## config.mk

```make
export PLATFORM = sky130hd
export DESIGN_NAME = apc_port
export DESIGN_NICKNAME = d
export VERILOG_FILES = /design/src/hw/apc_pin_sync.v /design/src/hw/apc_port.v
export VERILOG_INCLUDE_DIRS = /design/src /design/src/shared
export SDC_FILE = /design/constraint.sdc
export NUM_CORES = 1
export LEC_CHECK = 0
export BUFFER_PORTS_ARGS = -buffer_cell sky130_fd_sc_hd__buf_2
export CAP_MARGIN = 20
export CORE_MARGIN = 2
export CORE_UTILIZATION = 45
export CTS_CLUSTER_DIAMETER = 80
export DETAILED_ROUTE_END_ITERATION = 8
export PLACE_DENSITY = 0.78
export SLEW_MARGIN = 20
export SYNTH_ARGS = -nofsm -noshare
export SYNTH_HDL_FRONTEND = slang
export SYNTH_SLANG_ARGS = --single-unit
```

## constraint.sdc

```tcl
create_clock -name sys_clk -period 1.5 [get_ports sys_clk]
set_input_delay 0.075 -clock sys_clk [delete_from_list [all_inputs] [get_ports sys_clk]]
set_output_delay 0.075 -clock sys_clk [all_outputs]
set_load 0.02 [all_outputs]
```

## src/shared/apc_defs.vh

```
/*
 * Register map, reset values and timing counts for the analog port pin
 * configuration block. Assumes a word-addressed Avalon-MM slave whose
 * address port carries the register index (printed offset) directly.
 */
`ifndef APC_DEFS_VH
`define APC_DEFS_VH

`define APC_ADDR_W 10
`define APC_OFS_LOW_DATA 10'h270
`define APC_OFS_UP_DATA 10'h271
`define APC_OFS_LOW_DIR 10'h272
`define APC_OFS_UP_DIR 10'h273
`define APC_OFS_DRV0 10'h274
`define APC_OFS_DRV1 10'h275
`define APC_OFS_PULL0 10'h276
`define APC_OFS_PULL1 10'h277
`define APC_OFS_POL0 10'h278
`define APC_OFS_POL1 10'h279
`define APC_OFS_DIEN0 10'h27A
`define APC_OFS_DIEN1 10'h27B
`define APC_RST_BYTE 8'h00
`define APC_SYNC_STAGES 2
`define APC_UNMAPPED_DATA 32'h00000000

`endif

```

## src/hw/apc_pin_sync.v

```verilog
/*
 * Two-stage synchroniser for sixteen pin input levels.
 * Assumes pins change freely relative to sys_clk.
 */
module apc_pin_sync (
    input wire sys_clk,
    input wire arst_n,
    input wire [15:0] pin_in,
    output wire [15:0] pin_sync
);
    reg [15:0] meta_ff;
    reg [15:0] sync_ff;

    always @(posedge sys_clk or negedge arst_n) begin
        if (!arst_n) begin
            meta_ff <= 16'h0000;
            sync_ff <= 16'h0000;
        end else begin
            meta_ff <= pin_in;
            sync_ff <= meta_ff;
        end
    end

    assign pin_sync = sync_ff;
endmodule // apc_pin_sync

```

## src/hw/apc_port.v

```verilog
`include "apc_defs.vh"
/*
 * Configuration and data logic for sixteen analog-shared port pins in two
 * groups of eight. Assumes an Avalon-MM master with waitrequest; the pad
 * ring takes the per-pin controls produced here.
 */
module apc_port (
    input wire sys_clk,
    input wire arst_n,
    input wire [9:0] avs_address,
    input wire avs_read,
    input wire avs_write,
    input wire [31:0] avs_writedata,
    input wire [3:0] avs_byteenable,
    output reg [31:0] avs_readdata,
    output reg avs_waitrequest,
    input wire [15:0] pin_in,
    input wire [15:0] alt_out_en,
    input wire [15:0] alt_out_val,
    output reg [15:0] pin_out,
    output reg [15:0] pin_oe,
    output reg [15:0] pin_reduced_drive,
    output reg [15:0] pin_pull_en,
    output reg [15:0] pin_pull_up,
    output reg [15:0] pin_digital_in_en
);

////////////////////////////////////////////////////////////////////////////////

    reg [7:0] lower_pin_data_ff;
    reg [7:0] upper_pin_data_ff;
    reg [7:0] lower_pin_direction_ff;
    reg [7:0] upper_pin_direction_ff;
    reg [7:0] group0_drive_strength_ff;
    reg [7:0] group1_drive_strength_ff;
    reg [7:0] group0_pull_enable_ff;
    reg [7:0] group1_pull_enable_ff;
    reg [7:0] group0_polarity_ff;
    reg [7:0] group1_polarity_ff;
    reg [7:0] group0_dien_ff;
    reg [7:0] group1_dien_ff;
    reg ack_ff;
    reg [31:0] nxt_readdata;
    wire [15:0] pin_sync;
    wire [15:0] dir_all;
    wire [15:0] data_all;
    wire [15:0] dien_all;
    wire [15:0] out_en_all;
    wire [15:0] in_buf;
    wire access;
    wire wr_en;

    // returns the pin data word: register bit when output, buffered pin otherwise
    function [7:0] data_view;
        input [7:0] dir;
        input [7:0] reg_val;
        input [7:0] pin_val;
        begin
            data_view = (dir & reg_val) | (~dir & pin_val);
        end
    endfunction

    // merges a write byte into a register under byte-lane 0
    function [7:0] merge_byte;
        input [7:0] old_val;
        input [31:0] wdata;
        input [3:0] be;
        begin
            merge_byte = be[0] ? wdata[7:0] : old_val;
        end
    endfunction

////////////////////////////////////////////////////////////////////////////////
// input path

    // registered pin_oe plus the synchronisers make the data read lag a direction change by up to three cycles
    apc_pin_sync u_sync (
        .sys_clk(sys_clk),
        .arst_n(arst_n),
        .pin_in(pin_in),
        .pin_sync(pin_sync)
    );

    assign dir_all = {upper_pin_direction_ff, lower_pin_direction_ff};
    assign data_all = {upper_pin_data_ff, lower_pin_data_ff};
    assign dien_all = {group1_dien_ff, group0_dien_ff};
    assign in_buf = pin_sync & dien_all;

////////////////////////////////////////////////////////////////////////////////
// bus slave: one wait cycle, then acknowledge

    assign access = (avs_read | avs_write) & ~ack_ff;
    assign wr_en = avs_write & ~ack_ff;

    always @* begin
        nxt_readdata = `APC_UNMAPPED_DATA;
        case (avs_address)
            `APC_OFS_LOW_DATA: nxt_readdata[7:0] = data_view(lower_pin_direction_ff, lower_pin_data_ff, in_buf[7:0]);
            `APC_OFS_UP_DATA: nxt_readdata[7:0] = data_view(upper_pin_direction_ff, upper_pin_data_ff, in_buf[15:8]);
            `APC_OFS_LOW_DIR: nxt_readdata[7:0] = lower_pin_direction_ff;
            `APC_OFS_UP_DIR: nxt_readdata[7:0] = upper_pin_direction_ff;
            `APC_OFS_DRV0: nxt_readdata[7:0] = group0_drive_strength_ff;
            `APC_OFS_DRV1: nxt_readdata[7:0] = group1_drive_strength_ff;
            `APC_OFS_PULL0: nxt_readdata[7:0] = group0_pull_enable_ff;
            `APC_OFS_PULL1: nxt_readdata[7:0] = group1_pull_enable_ff;
            `APC_OFS_POL0: nxt_readdata[7:0] = group0_polarity_ff;
            `APC_OFS_POL1: nxt_readdata[7:0] = group1_polarity_ff;
            `APC_OFS_DIEN0: nxt_readdata[7:0] = group0_dien_ff;
            `APC_OFS_DIEN1: nxt_readdata[7:0] = group1_dien_ff;
            default: nxt_readdata = `APC_UNMAPPED_DATA;
        endcase
    end

    always @(posedge sys_clk or negedge arst_n) begin
        if (!arst_n) begin
            ack_ff <= 1'b0;
            avs_waitrequest <= 1'b1;
            avs_readdata <= `APC_UNMAPPED_DATA;
        end else begin
            ack_ff <= access;
            avs_waitrequest <= ~access;
            if (avs_read & ~ack_ff) begin
                avs_readdata <= nxt_readdata;
            end
        end
    end

////////////////////////////////////////////////////////////////////////////////
// configuration registers

    // all reset to zero, pins start as inputs
    always @(posedge sys_clk or negedge arst_n) begin
        if (!arst_n) begin
            lower_pin_data_ff <= `APC_RST_BYTE;
            upper_pin_data_ff <= `APC_RST_BYTE;
            lower_pin_direction_ff <= `APC_RST_BYTE;
            upper_pin_direction_ff <= `APC_RST_BYTE;
            group0_drive_strength_ff <= `APC_RST_BYTE;
            group1_drive_strength_ff <= `APC_RST_BYTE;
            group0_pull_enable_ff <= `APC_RST_BYTE;
            group1_pull_enable_ff <= `APC_RST_BYTE;
            group0_polarity_ff <= `APC_RST_BYTE;
            group1_polarity_ff <= `APC_RST_BYTE;
            group0_dien_ff <= `APC_RST_BYTE;
            group1_dien_ff <= `APC_RST_BYTE;
        end else if (wr_en) begin
            case (avs_address)
                `APC_OFS_LOW_DATA: lower_pin_data_ff <= merge_byte(lower_pin_data_ff, avs_writedata, avs_byteenable);
                `APC_OFS_UP_DATA: upper_pin_data_ff <= merge_byte(upper_pin_data_ff, avs_writedata, avs_byteenable);
                `APC_OFS_LOW_DIR: begin
                    lower_pin_direction_ff <= merge_byte(lower_pin_direction_ff, avs_writedata, avs_byteenable);
                end
                `APC_OFS_UP_DIR: begin
                    upper_pin_direction_ff <= merge_byte(upper_pin_direction_ff, avs_writedata, avs_byteenable);
                end
                `APC_OFS_DRV0: begin
                    group0_drive_strength_ff <= merge_byte(group0_drive_strength_ff, avs_writedata, avs_byteenable);
                end
                `APC_OFS_DRV1: begin
                    group1_drive_strength_ff <= merge_byte(group1_drive_strength_ff, avs_writedata, avs_byteenable);
                end
                `APC_OFS_PULL0: group0_pull_enable_ff <= merge_byte(group0_pull_enable_ff, avs_writedata, avs_byteenable);
                `APC_OFS_PULL1: group1_pull_enable_ff <= merge_byte(group1_pull_enable_ff, avs_writedata, avs_byteenable);
                `APC_OFS_POL0: group0_polarity_ff <= merge_byte(group0_polarity_ff, avs_writedata, avs_byteenable);
                `APC_OFS_POL1: group1_polarity_ff <= merge_byte(group1_polarity_ff, avs_writedata, avs_byteenable);
                `APC_OFS_DIEN0: group0_dien_ff <= merge_byte(group0_dien_ff, avs_writedata, avs_byteenable);
                `APC_OFS_DIEN1: group1_dien_ff <= merge_byte(group1_dien_ff, avs_writedata, avs_byteenable);
                default: begin
                end
            endcase
        end
    end

////////////////////////////////////////////////////////////////////////////////
// pad controls, registered

    // alternate function overrides direction and data when it claims the pin
    assign out_en_all = alt_out_en | dir_all;

    always @(posedge sys_clk or negedge arst_n) begin
        if (!arst_n) begin
            pin_out <= 16'h0000;
            pin_oe <= 16'h0000;
            pin_reduced_drive <= 16'h0000;
            pin_pull_en <= 16'h0000;
            pin_pull_up <= 16'h0000;
            pin_digital_in_en <= 16'h0000;
        end else begin
            pin_oe <= out_en_all;
            pin_out <= (alt_out_en & alt_out_val) | (~alt_out_en & data_all);
            // reduced drive only on outputs, any source
            pin_reduced_drive <= out_en_all & {group1_drive_strength_ff, group0_drive_strength_ff};
            pin_pull_en <= ~out_en_all & {group1_pull_enable_ff, group0_pull_enable_ff};
            pin_pull_up <= ~out_en_all & {group1_pull_enable_ff, group0_pull_enable_ff}
                & {group1_polarity_ff, group0_polarity_ff};
            pin_digital_in_en <= dien_all;
        end
    end

    // stale window comes from the registered pin_oe plus the two-stage sync above
endmodule // apc_port

```

==> results.txt, run 1 <==
Core Area -> 20,100 sq um
Average size of a mapped cell -> 14.01 sq um
R2R depth -> 6
CTS tree -> yes
Io pins -> 227
FF+latch count, synth -> 234
Vias in the first global route -> 6,657
Clock slew at reported path FFs -> 0.06 ns
Minimum clock period after layout -> 1.596 ns
Final hold violation count -> 0
First-pass GRT wire length -> 37,810 um
DRC Markers -> 0
Count leader, synth -> dfrtp_1
Clock Tree Buf Depth -> 3
Fillers -> 1,523
Area Growth Syn to Fin -> 35.50%
Clock Tree Root -> clkbuf_16
CP endpoint kind -> register
Placer Congestion -> 0.9298
Syn. warnings -> 0
Final Cycle Share -> 106.4%
Maximum net fanout on the critical path -> 5
Non-Filler Instances -> 1,261
Total negative setup slack -> -3.099 ns
Die Y -> 146.9 um
Iteration-0 DRC Markers -> 367
Pin count of the biggest net entering global routing -> 50
EDFF count, synth -> 0
Detailed Routing Iterations Pass 1 -> 5
NumNets Final -> 1,072
Pwr Density -> 1076 nW/um^2
Total CTS buffers -> 24
Unrepaired setup endpoints after global routing -> true
Worst EP arrival -> 1.99 ns
Initial antenna violation count -> 2
Reg2reg end -> lower_pin_direction_ff[6]$_DFFE_PN0P_
Total global-route track usage -> 22.88%
Sequential-to-total area share from yosys stat -> 63.75%
Die width -> 146.9 um
ANT nets after route -> 0
Post-synth top cells -> dfrtp_1, mux2_2, nor2_1
Synth Cell Area -> 9188 sq um
Port bufs -> 175
Ys async rst share -> 100.0%
Vias per inst -> 5.086
R2R Setup Slk -> -0.1 ns
Inst Count DP -> 1,143
Startpoint Class -> register
Share of cells above drive strength 1 -> 43.17%
Synth top area cells -> dfrtp_1, mux2_2, buf_4, nor2b_1, mux4_2
Failing checks -> negative setup slack
Leak Pwr -> 6.479 nW
Synth unique cells -> 59
Initial core utilization -> 45.70%
Status -> finished, violations left
Max-cap violations -> 0
Final WS setup -> -0.09576 ns
Yosys top cell area share -> 63.46%
R2r startpoint -> ack_ff$_DFF_PN0_
Vias -> 6,413
Layout Skew -> 0.008697 ns
Hold Path Class -> in2async
Total Wirelength -> 24,490 um
Die Area -> 21,580 sq um
Req. time, crit path -> 1.89 ns
Highest clock rate -> 626.7 MHz
Synth area leader -> dfrtp_1
Final setup fails -> 82
Routed wire length per instance -> 19.42 um
H-tree depth -> 1
Row count -> 52
Post-route cell area -> 12,450 sq um
Synth Flop Type -> dfrtp_1
Maximum vdd ir drop -> 0.7921 mV
Max-slew violation count -> 0
Final HPWL DP -> 16,490 um
Mapped Cells -> 656
Critical path class -> reg2reg
Sink Count -> 234
Placed Area -> 10,770 sq um
Worst-Skew Late Latency -> 0.51 ns
Total grt overflow -> 0
layout make-up:
cell class / instances / area (sq um) / area share, %
Timing Repair Buffer: 318 / 2261 / 18.16
Sequential cell: 234 / 5857 / 47.05
Clock buffer: 33 / 685.7 / 5.508
Tap cell: 270 / 337.8 / 2.714
Multi-Input combinational cell: 375 / 3132 / 25.16
Inverter: 21 / 78.83 / 0.6332
Clock inverter: 8 / 92.59 / 0.7437
Antenna cell: 2 / 5.005 / 0.04020
power by group:
group / leakage (nW) / total, mW / internal, mW / switching [mW]
logic: 2.96 / 1.03 / 0.422 / 0.603
clock network: 0.384 / 5.89 / 3.52 / 2.37
registers: 3.13 / 6.49 / 6.44 / 0.0513
total: 6.48 / 13.4 / 10.4 / 3.02
flip-flops by register name, summed over array words and instances (netlist names), 8 cells and up:
register / flops
u_sync.pin_sync: 16
upper_pin_direction_ff: 8
u_sync.meta_ff: 16
lower_pin_direction_ff: 8
group0_pull_enable_ff: 8
pin_pull_en: 16
pin_digital_in_en: 16
group0_drive_strength_ff: 8
group1_polarity_ff: 8
pin_pull_up: 16
pin_out: 16
pin_oe: 16
lower_pin_data_ff: 8
group1_pull_enable_ff: 8
pin_reduced_drive: 16
upper_pin_data_ff: 8
group1_dien_ff: 8
group1_drive_strength_ff: 8
group0_polarity_ff: 8
avs_readdata: 8
group0_dien_ff: 8
metal layers:
| metal | routed length [um] | GRT usage (%) | vias to the layer above | share of wire (%) |
|---|---|---|---|---|
| li1 | - | - | 2889 | - |
| met1 | 9762 | 29.82 | 3206 | 40 |
| met2 | 12240 | 38.99 | 251 | 50 |
| met3 | 1680 | 4.193 | 65 | 6.9 |
| met4 | 791 | 7.621 | 2 | 3.2 |
| met5 | 13 | 0 | - | 0.053 |
placed cells by master (no fill, tap or decap), drive strengths merged, types with 4 or more instances in the layout:
| cell | instances |
|---|---|
| buf | 247 |
| dfrtp | 233 |
| mux2 | 117 |
| dlygate4sd3 | 71 |
| nand2 | 34 |
| clkbuf | 33 |
| nor2 | 30 |
| conb | 24 |
| nor2b | 22 |
| inv | 21 |
| and3 | 18 |
| and2 | 17 |
| o21ai | 15 |
| a21oi | 10 |
| mux2i | 8 |
| nand2b | 6 |
| mux4 | 6 |
| a22oi | 6 |
| clkinv | 5 |
| nor3 | 4 |
| a32oi | 4 |
| o22ai | 4 |
| a31oi | 4 |
worst max-delay path by stage:
stage,from,endpoint,slack [ns],cells past startpoint
final,ack_ff$_DFF_PN0_,lower_pin_direction_ff[6]$_DFFE_PN0P_,-0.1,6
after floorplan,ack_ff$_DFF_PN0_,group1_dien_ff[2]$_DFFE_PN0P_,0.007,5
after CTS,ack_ff$_DFF_PN0_,lower_pin_direction_ff[4]$_DFFE_PN0P_,-0.10,6
after global placement,ack_ff$_DFF_PN0_,lower_pin_direction_ff[7]$_DFFE_PN0P_,-0.10,6
after global routing,ack_ff$_DFF_PN0_,lower_pin_direction_ff[6]$_DFFE_PN0P_,-0.17,6
after detailed placement,avs_address[0],avs_readdata[5]$_DFFE_PN0P_,-0.22,7
through the flow:
stage	hold WS (ns)	power, mW	utilization, %	setup WS [ns]
2_1_floorplan	-0.2206	7.025	-	0.007256
3_3_place_gp	-0.007791	7.448	53.58	-0.1002
3_5_place_dp	-0.004851	7.462	53.58	-0.2210
4_1_cts	0.04386	13.49	61.67	-0.1001
5_1_grt	0.09652	13.88	61.91	-0.1725
6_report	0.06093	13.40	61.92	-0.09576
worst max-delay path, cell delays in order (launching register included):
cell     delay, ns
dfrtp_1       0.39
nor2b_2       0.16
nand4_4       0.15
nor2_4        0.21
nand2_2       0.12
buf_6         0.17
mux2_2        0.27
logic make-up after synthesis:
logic type / after synthesis / synth area share [%]
buffers and inverters: 70 / 4.263
other: 1 / 0.04082
multiplexers: 131 / 16.68
flip-flops: 234 / 63.75
AO/OA/AOI/OAI: 66 / 4.889
AND/OR/NAND/NOR: 154 / 10.38
what timing repair did:
action | CTS | global route
pin swaps | 11 | 8
hold buffers | 71 | 0
resized for setup | 13 | 8
cloned | 0 | 0
hold endpoints to repair | 426 | 0
setup buffers | 3 | 1
setup endpoints to repair | 97 | 100
Power figures use the tool's default switching activity.
==> inputs of run 2 (changes only) <==
--- a/config.mk
+++ b/config.mk
@@ -11,8 +11,10 @@
 export CORE_MARGIN = 2
 export CORE_UTILIZATION = 45
 export CTS_CLUSTER_DIAMETER = 80
+export CTS_CLUSTER_SIZE = 20
 export DETAILED_ROUTE_END_ITERATION = 8
 export PLACE_DENSITY = 0.78
+export SKIP_LAST_GASP = 1
 export SLEW_MARGIN = 20
 export SYNTH_ARGS = -nofsm -noshare
 export SYNTH_HDL_FRONTEND = slang
==> results.txt, run 2 (same netlist as run 1, synthesis figures left out) <==
Worst EP arrival -> 1.95 ns
Routed wire length per instance -> 19.28 um
Sink Count -> 234
Sequential Power Share -> 55.0%
Unrepaired setup endpoints after global routing -> true
Die Y -> 146.9 um
Vias per inst -> 5.112
Port bufs -> 175
Total power -> 11.77 mW
CP endpoint kind -> register
Final WS setup -> -0.07954 ns
Final hold violation count -> 0
Final Cycle Share -> 105.3%
Io pins -> 227
First-pass GRT wire length -> 37,070 um
Final HPWL DP -> 16,490 um
Total Wirelength -> 24,010 um
Minimum clock period after layout -> 1.580 ns
Worst path buffer plus inverter count -> 1
Register area -> 5857 sq um
Slowest CP cell -> dfrtp_1
Iteration-0 DRC Markers -> 389
Area Growth Syn to Fin -> 31.91%
Fillers -> 1,596
H-tree depth -> 1
Row count -> 52
Clock Tree Root -> clkbuf_16
Total grt overflow -> 0
Pwr Density -> 971.5 nW/um^2
Most frequent cells in the layout -> dfrtp_1, buf_2, mux2_2
Commonest non-fill, non-tap cell in the layout -> dfrtp_1
Layout Skew -> 0.01537 ns
Critical path class -> reg2reg
Vias in the first global route -> 6,490
Area occupied by multi-input gates -> 3107 sq um
Placer Congestion -> 0.9298
Core Area -> 20,100 sq um
Initial core utilization -> 45.70%
Final setup fails -> 86
Die width -> 146.9 um
Clk pwr share -> 36.3%
Max-cap violations -> 0
Total CTS buffers -> 16
CTS tree -> yes
Vias -> 6,365
ANT nets after route -> 0
Comb power frac -> 8.7%
DRC Markers -> 0
Sw power -> 2.775 mW
Initial antenna violation count -> 2
Clock slew at reported path FFs -> 0.08 ns
Final core occ -> 60.28%
Non-Filler Instances -> 1,245
Crit path max-delay family -> simple AND/OR/NAND/NOR gates
Die Area -> 21,580 sq um
Share of cells above drive strength 1 -> 41.83%
Switching share of total power -> 23.57%
Detailed Routing Iterations Pass 1 -> 7
NumNets Final -> 1,064
Inst Count DP -> 1,143
Smallest hold slack -> 0.07898 ns
Leak Pwr -> 6.328 nW
Hold Path Class -> in2async
Maximum net fanout on the critical path -> 4
Max incr delay on CP -> 0.40 ns
Total negative setup slack -> -2.448 ns
Status -> finished, violations left
Critical path cell sequence -> nor2b_2 > nand4_4 > nor2_4 > nand2_2 > buf_4 > mux2_2
Pin count of the biggest net entering global routing -> 50
Req. time, crit path -> 1.87 ns
Max-slew violation count -> 0
Maximum vdd ir drop -> 0.6684 mV
Highest clock rate -> 633.1 MHz
Worst-Skew Late Latency -> 0.49 ns
Internal cell power -> 8.999 mW
Clock Tree Buf Depth -> 3
Failing checks -> negative setup slack
Startpoint Class -> register
Total global-route track usage -> 22.42%
## run 2: cell count changes in the layout (fill, tap and decap cells not counted), moves of 2 or more
cell and delta:
bufinv_16 -2, clkinv_2 -5, clkbuf_8 -2, mux2_1 +3
clkbuf_16 -8, mux2_4 -3
## run 2: final cells by class
cell class | count | area share [%]
flip-flops and latches | 234 | 48.33
multi-input cells | 375 | 25.63
repair buffers | 318 | 18.54
clock buffers | 22 | 3.748
well taps | 270 | 2.788
inverters | 21 | 0.6504
clock inverters | 3 | 0.2684
diodes | 2 | 0.04130
## run 2: path summary, 6_finish.rpt
path,from,to,slack [ns],cells past startpoint
worst min-delay path,arst_n,pin_out[2]$_DFF_PN0_,0.08,2
worst max register to register,ack_ff$_DFF_PN0_,lower_pin_direction_ff[4]$_DFFE_PN0P_,-0.08,6
min in group sys_clk,avs_address[2],avs_readdata[5]$_DFFE_PN0P_,0.08,4
max in group asynchronous,arst_n,avs_waitrequest$_DFF_PN1_,0.78,3
worst min register to register,u_sync.meta_ff[15]$_DFF_PN0_,u_sync.pin_sync[15]$_DFF_PN0_,0.34,0
worst max-delay path,ack_ff$_DFF_PN0_,lower_pin_direction_ff[4]$_DFFE_PN0P_,-0.08,6
## run 2: what timing repair did
action	in CTS	in global routing
setup endpoints to repair	96	100
hold buffers	72	0
pin swaps	9	6
resized for setup	11	3
hold endpoints to repair	415	0
setup buffers	2	1
gates cloned	0	0
## run 2: routing by layer
metal	track usage, %	up-vias	share of wire, %	wire [um]
met5	0	-	0.054	13
li1	-	2880	-	-
met2	38.15	266	50	11950
met4	6.650	2	2.8	678
met1	29.54	3173	40	9645
met3	4.224	44	7.1	1716
## run 2: power by group through the flow
stage / registers [mW] / clock network [mW] / logic (mW)
finish: 6.48 / 4.27 / 1.02
global route: 6.49 / 4.66 / 1.11
CTS: 6.47 / 4.39 / 1.02
detailed placement: 6.60 / 0 / 0.864
global placement: 6.60 / 0 / 0.853
floorplan: 6.67 / 0 / 0.354
## run 2: worst register-to-register path: cells and delay by family, from the launching register on
family / cells / cell delay (ns)
buffers and inverters: 1 / 0.17
flip-flops: 1 / 0.40
multiplexers: 1 / 0.27
AND/OR/NAND/NOR: 4 / 0.63
## run 2: per-stage QoR
step / worst slack, ns / cell area (sq um)
5_1_grt: -0.1781 / 12120
6_report: -0.07954 / 12120
4_1_cts: -0.1140 / 12100
3_5_place_dp: -0.2210 / 10770
3_3_place_gp: -0.1002 / 10770
2_1_floorplan: 0.007256 / 9276
==> inputs of run 3 (changes only) <==
--- a/config.mk
+++ b/config.mk
@@ -10,10 +10,12 @@
 export CAP_MARGIN = 20
 export CORE_MARGIN = 2
 export CORE_UTILIZATION = 45
+export CTS_BUF_LIST = sky130_fd_sc_hd__clkbuf_8 sky130_fd_sc_hd__clkbuf_16
 export CTS_CLUSTER_DIAMETER = 80
 export CTS_CLUSTER_SIZE = 20
 export DETAILED_ROUTE_END_ITERATION = 8
-export PLACE_DENSITY = 0.78
+export PLACE_DENSITY = 0.75
+export REMOVE_ABC_BUFFERS = 1
 export SKIP_LAST_GASP = 1
 export SLEW_MARGIN = 20
 export SYNTH_ARGS = -nofsm -noshare
==> constraint.sdc (replaced) <==
create_clock -name sys_clk -period 2 [get_ports sys_clk]
set_input_delay 0.1 -clock sys_clk [delete_from_list [all_inputs] [get_ports sys_clk]]
set_output_delay 0.1 -clock sys_clk [all_outputs]
set_load 0.02 [all_outputs]
==> results.txt, run 3 (same netlist as run 1, synthesis figures left out) <==
Status -> finished clean
Clock Tree Buf Depth -> 3
Total negative setup slack -> 0 ns
Actual slew at the worst max-slew pin -> 0.6536 ns
Pre-CTS setup slack -> 0.1856 ns
Slowest CP cell -> dfrtp_1
Max incr delay on CP -> 0.40 ns
Critical path class -> reg2reg
Vias in the first global route -> 6,216
Sequential Power Share -> 57.8%
Total grt overflow -> 0
Pwr Density -> 733.0 nW/um^2
Initial core utilization -> 45.70%
First-pass GRT wire length -> 34,670 um
Rel. slew slack -> 55.30%
Number of cells on the critical path -> 5
Req. time, crit path -> 2.36 ns
H-tree depth -> 1
Internal cell power -> 6.448 mW
Clk pwr share -> 33.8%
Routed wire length per instance -> 19.14 um
R2R Setup Slk -> 0.21 ns
Max-cap violations -> 0
Worst path buffer plus inverter count -> 0
Final Cycle Share -> 89.51%
Total Wirelength -> 22,680 um
ANT nets after route -> 0
Io pins -> 227
Critical path cell sequence -> nor2b_1 > nand4_4 > nor2_4 > nand2_4 > mux2_1
CTS tree -> yes
Pin count of the biggest net entering global routing -> 71
Total CTS buffers -> 15
Fillers -> 1,624
Final setup fails -> 0
Final hold violation count -> 0
Vias -> 5,991
Die Y -> 146.9 um
Die Area -> 21,580 sq um
Commonest non-fill, non-tap cell in the layout -> dfrtp_1
CP endpoint -> group1_dien_ff[2]$_DFFE_PN0P_
Worst-Skew Late Latency -> 0.48 ns
CP startpoint -> ack_ff$_DFF_PN0_
Core Area -> 20,100 sq um
Vias per inst -> 5.056
DRC Markers -> 0
Leak Pwr -> 6.098 nW
Detailed Routing Iterations Pass 1 -> 5
Layout Skew -> 0.01271 ns
Switching share of total power -> 23.22%
Max-slew violation count -> 0
Clock slew at reported path FFs -> 0.08 ns
R2R depth -> 5
Initial antenna violation count -> 2
Total global-route track usage -> 20.96%
Maximum vdd ir drop -> 0.6693 mV
Hold Path Class -> in2reg
Row count -> 52
Placer Congestion -> 0.8723
Unrepaired setup endpoints after global routing -> false
Startpoint Class -> register
Iteration-0 DRC Markers -> 380
Clock Tree Root -> clkbuf_16
Minimum clock period after layout -> 1.790 ns
Final HPWL DP -> 15,320 um
Die width -> 146.9 um
Share of cells above drive strength 1 -> 38.88%
Worst EP arrival -> 2.15 ns
Highest clock rate -> 558.6 MHz
NumNets Final -> 1,009
Comb power frac -> 8.3%
Sw power -> 1.950 mW
CP endpoint kind -> register
Port bufs -> 175
Inst Count DP -> 1,101
R2r startpoint -> ack_ff$_DFF_PN0_
Final WS setup -> 0.2097 ns
Area Growth Syn to Fin -> 24.70%
Reg2reg end -> group1_dien_ff[2]$_DFFE_PN0P_
Maximum net fanout on the critical path -> 8
Most frequent cells in the layout -> dfrtp_1, buf_2, mux2_2
Crit path max-delay family -> simple AND/OR/NAND/NOR gates
Sink Count -> 234
Non-Filler Instances -> 1,185
[run 3: changes by cell type in the layout (fill, tap and decap cells not counted), sizes merged]
cell,delta
inv,+3
clkinvlp,-1
clkbuf,-7
clkinv,-1
buf,-45
dlygate4sd3,-9
[run 3: metal layers]
layer  routed length, um  vias up  track usage (%)  part of all wire (%)
met3                1065       40            2.919                   4.7
met5                   0        -                0                     0
li1                    -     2763                -                     -
met2               11160      197            35.80                    49
met4                 636        0            6.068                   2.8
met1                9818     2991            28.25                    43
[run 3: how the worst min path moves through the flow]
stage	depth (start not counted)	to	startpoint	slack (ns)
after global routing	2	group0_pull_enable_ff[2]$_DFFE_PN0P_	avs_writedata[2]	0.03
after CTS	2	lower_pin_data_ff[3]$_DFFE_PN0P_	avs_writedata[3]	0.0004
after floorplan	0	ack_ff$_DFF_PN0_	arst_n	-0.20
after global placement	1	pin_reduced_drive[2]$_DFF_PN0_	arst_n	0.11
after detailed placement	1	pin_oe[10]$_DFF_PN0_	arst_n	0.11
final	2	lower_pin_data_ff[3]$_DFFE_PN0P_	avs_writedata[3]	0.008
[run 3: metrics by stage]
stage	hold slack [ns]	utilization (%)	power (mW)	instance area [sq um]
final	0.008106	56.99	8.398	11460
after global routing	0.03118	56.98	8.717	11450
after CTS	0.0004322	56.96	8.469	11450
after detailed placement	0.1137	51.88	5.557	10430
after global placement	0.1091	51.88	5.548	10430
after floorplan	-0.1956	-	5.175	8961
[run 3: layout make-up]
type	instances	area, sq um	share of cell area [%]
multi-input combinational	375	3025	26.41
timing repair buffer	264	1762	15.38
inverter	21	78.83	0.6880
tap	270	337.8	2.949
sequential	234	5857	51.12
clock buffer	15	375.4	3.276
antenna	2	5.005	0.04368
clock inverter	4	16.27	0.1420
[run 3: power groups by stage]
| stage | Sequential (mW) | Clock (mW) | Combinational (mW) |
|---|---|---|---|
| 2_1_floorplan | 5.00 | 0 | 0.173 |
| 3_3_place_gp | 4.95 | 0 | 0.600 |
| 3_5_place_dp | 4.95 | 0 | 0.608 |
| 4_1_cts | 4.86 | 2.91 | 0.703 |
| 5_1_grt | 4.87 | 3.08 | 0.766 |
| 6_report | 4.86 | 2.84 | 0.700 |
[run 3: timing repair]
item                                   4_1_cts  5_1_grt
resized for setup                            0        0
endpoints found under the hold margin      155        0
hold buffers                                63        0
setup buffers                                0        0
[run 3: worst register-to-register path, delay by kind of cell, from the launching register on]
| kind | cells | cell delay, ns |
|---|---|---|
| flops | 1 | 0.40 |
| simple gates | 4 | 0.91 |
| mux | 1 | 0.36 |
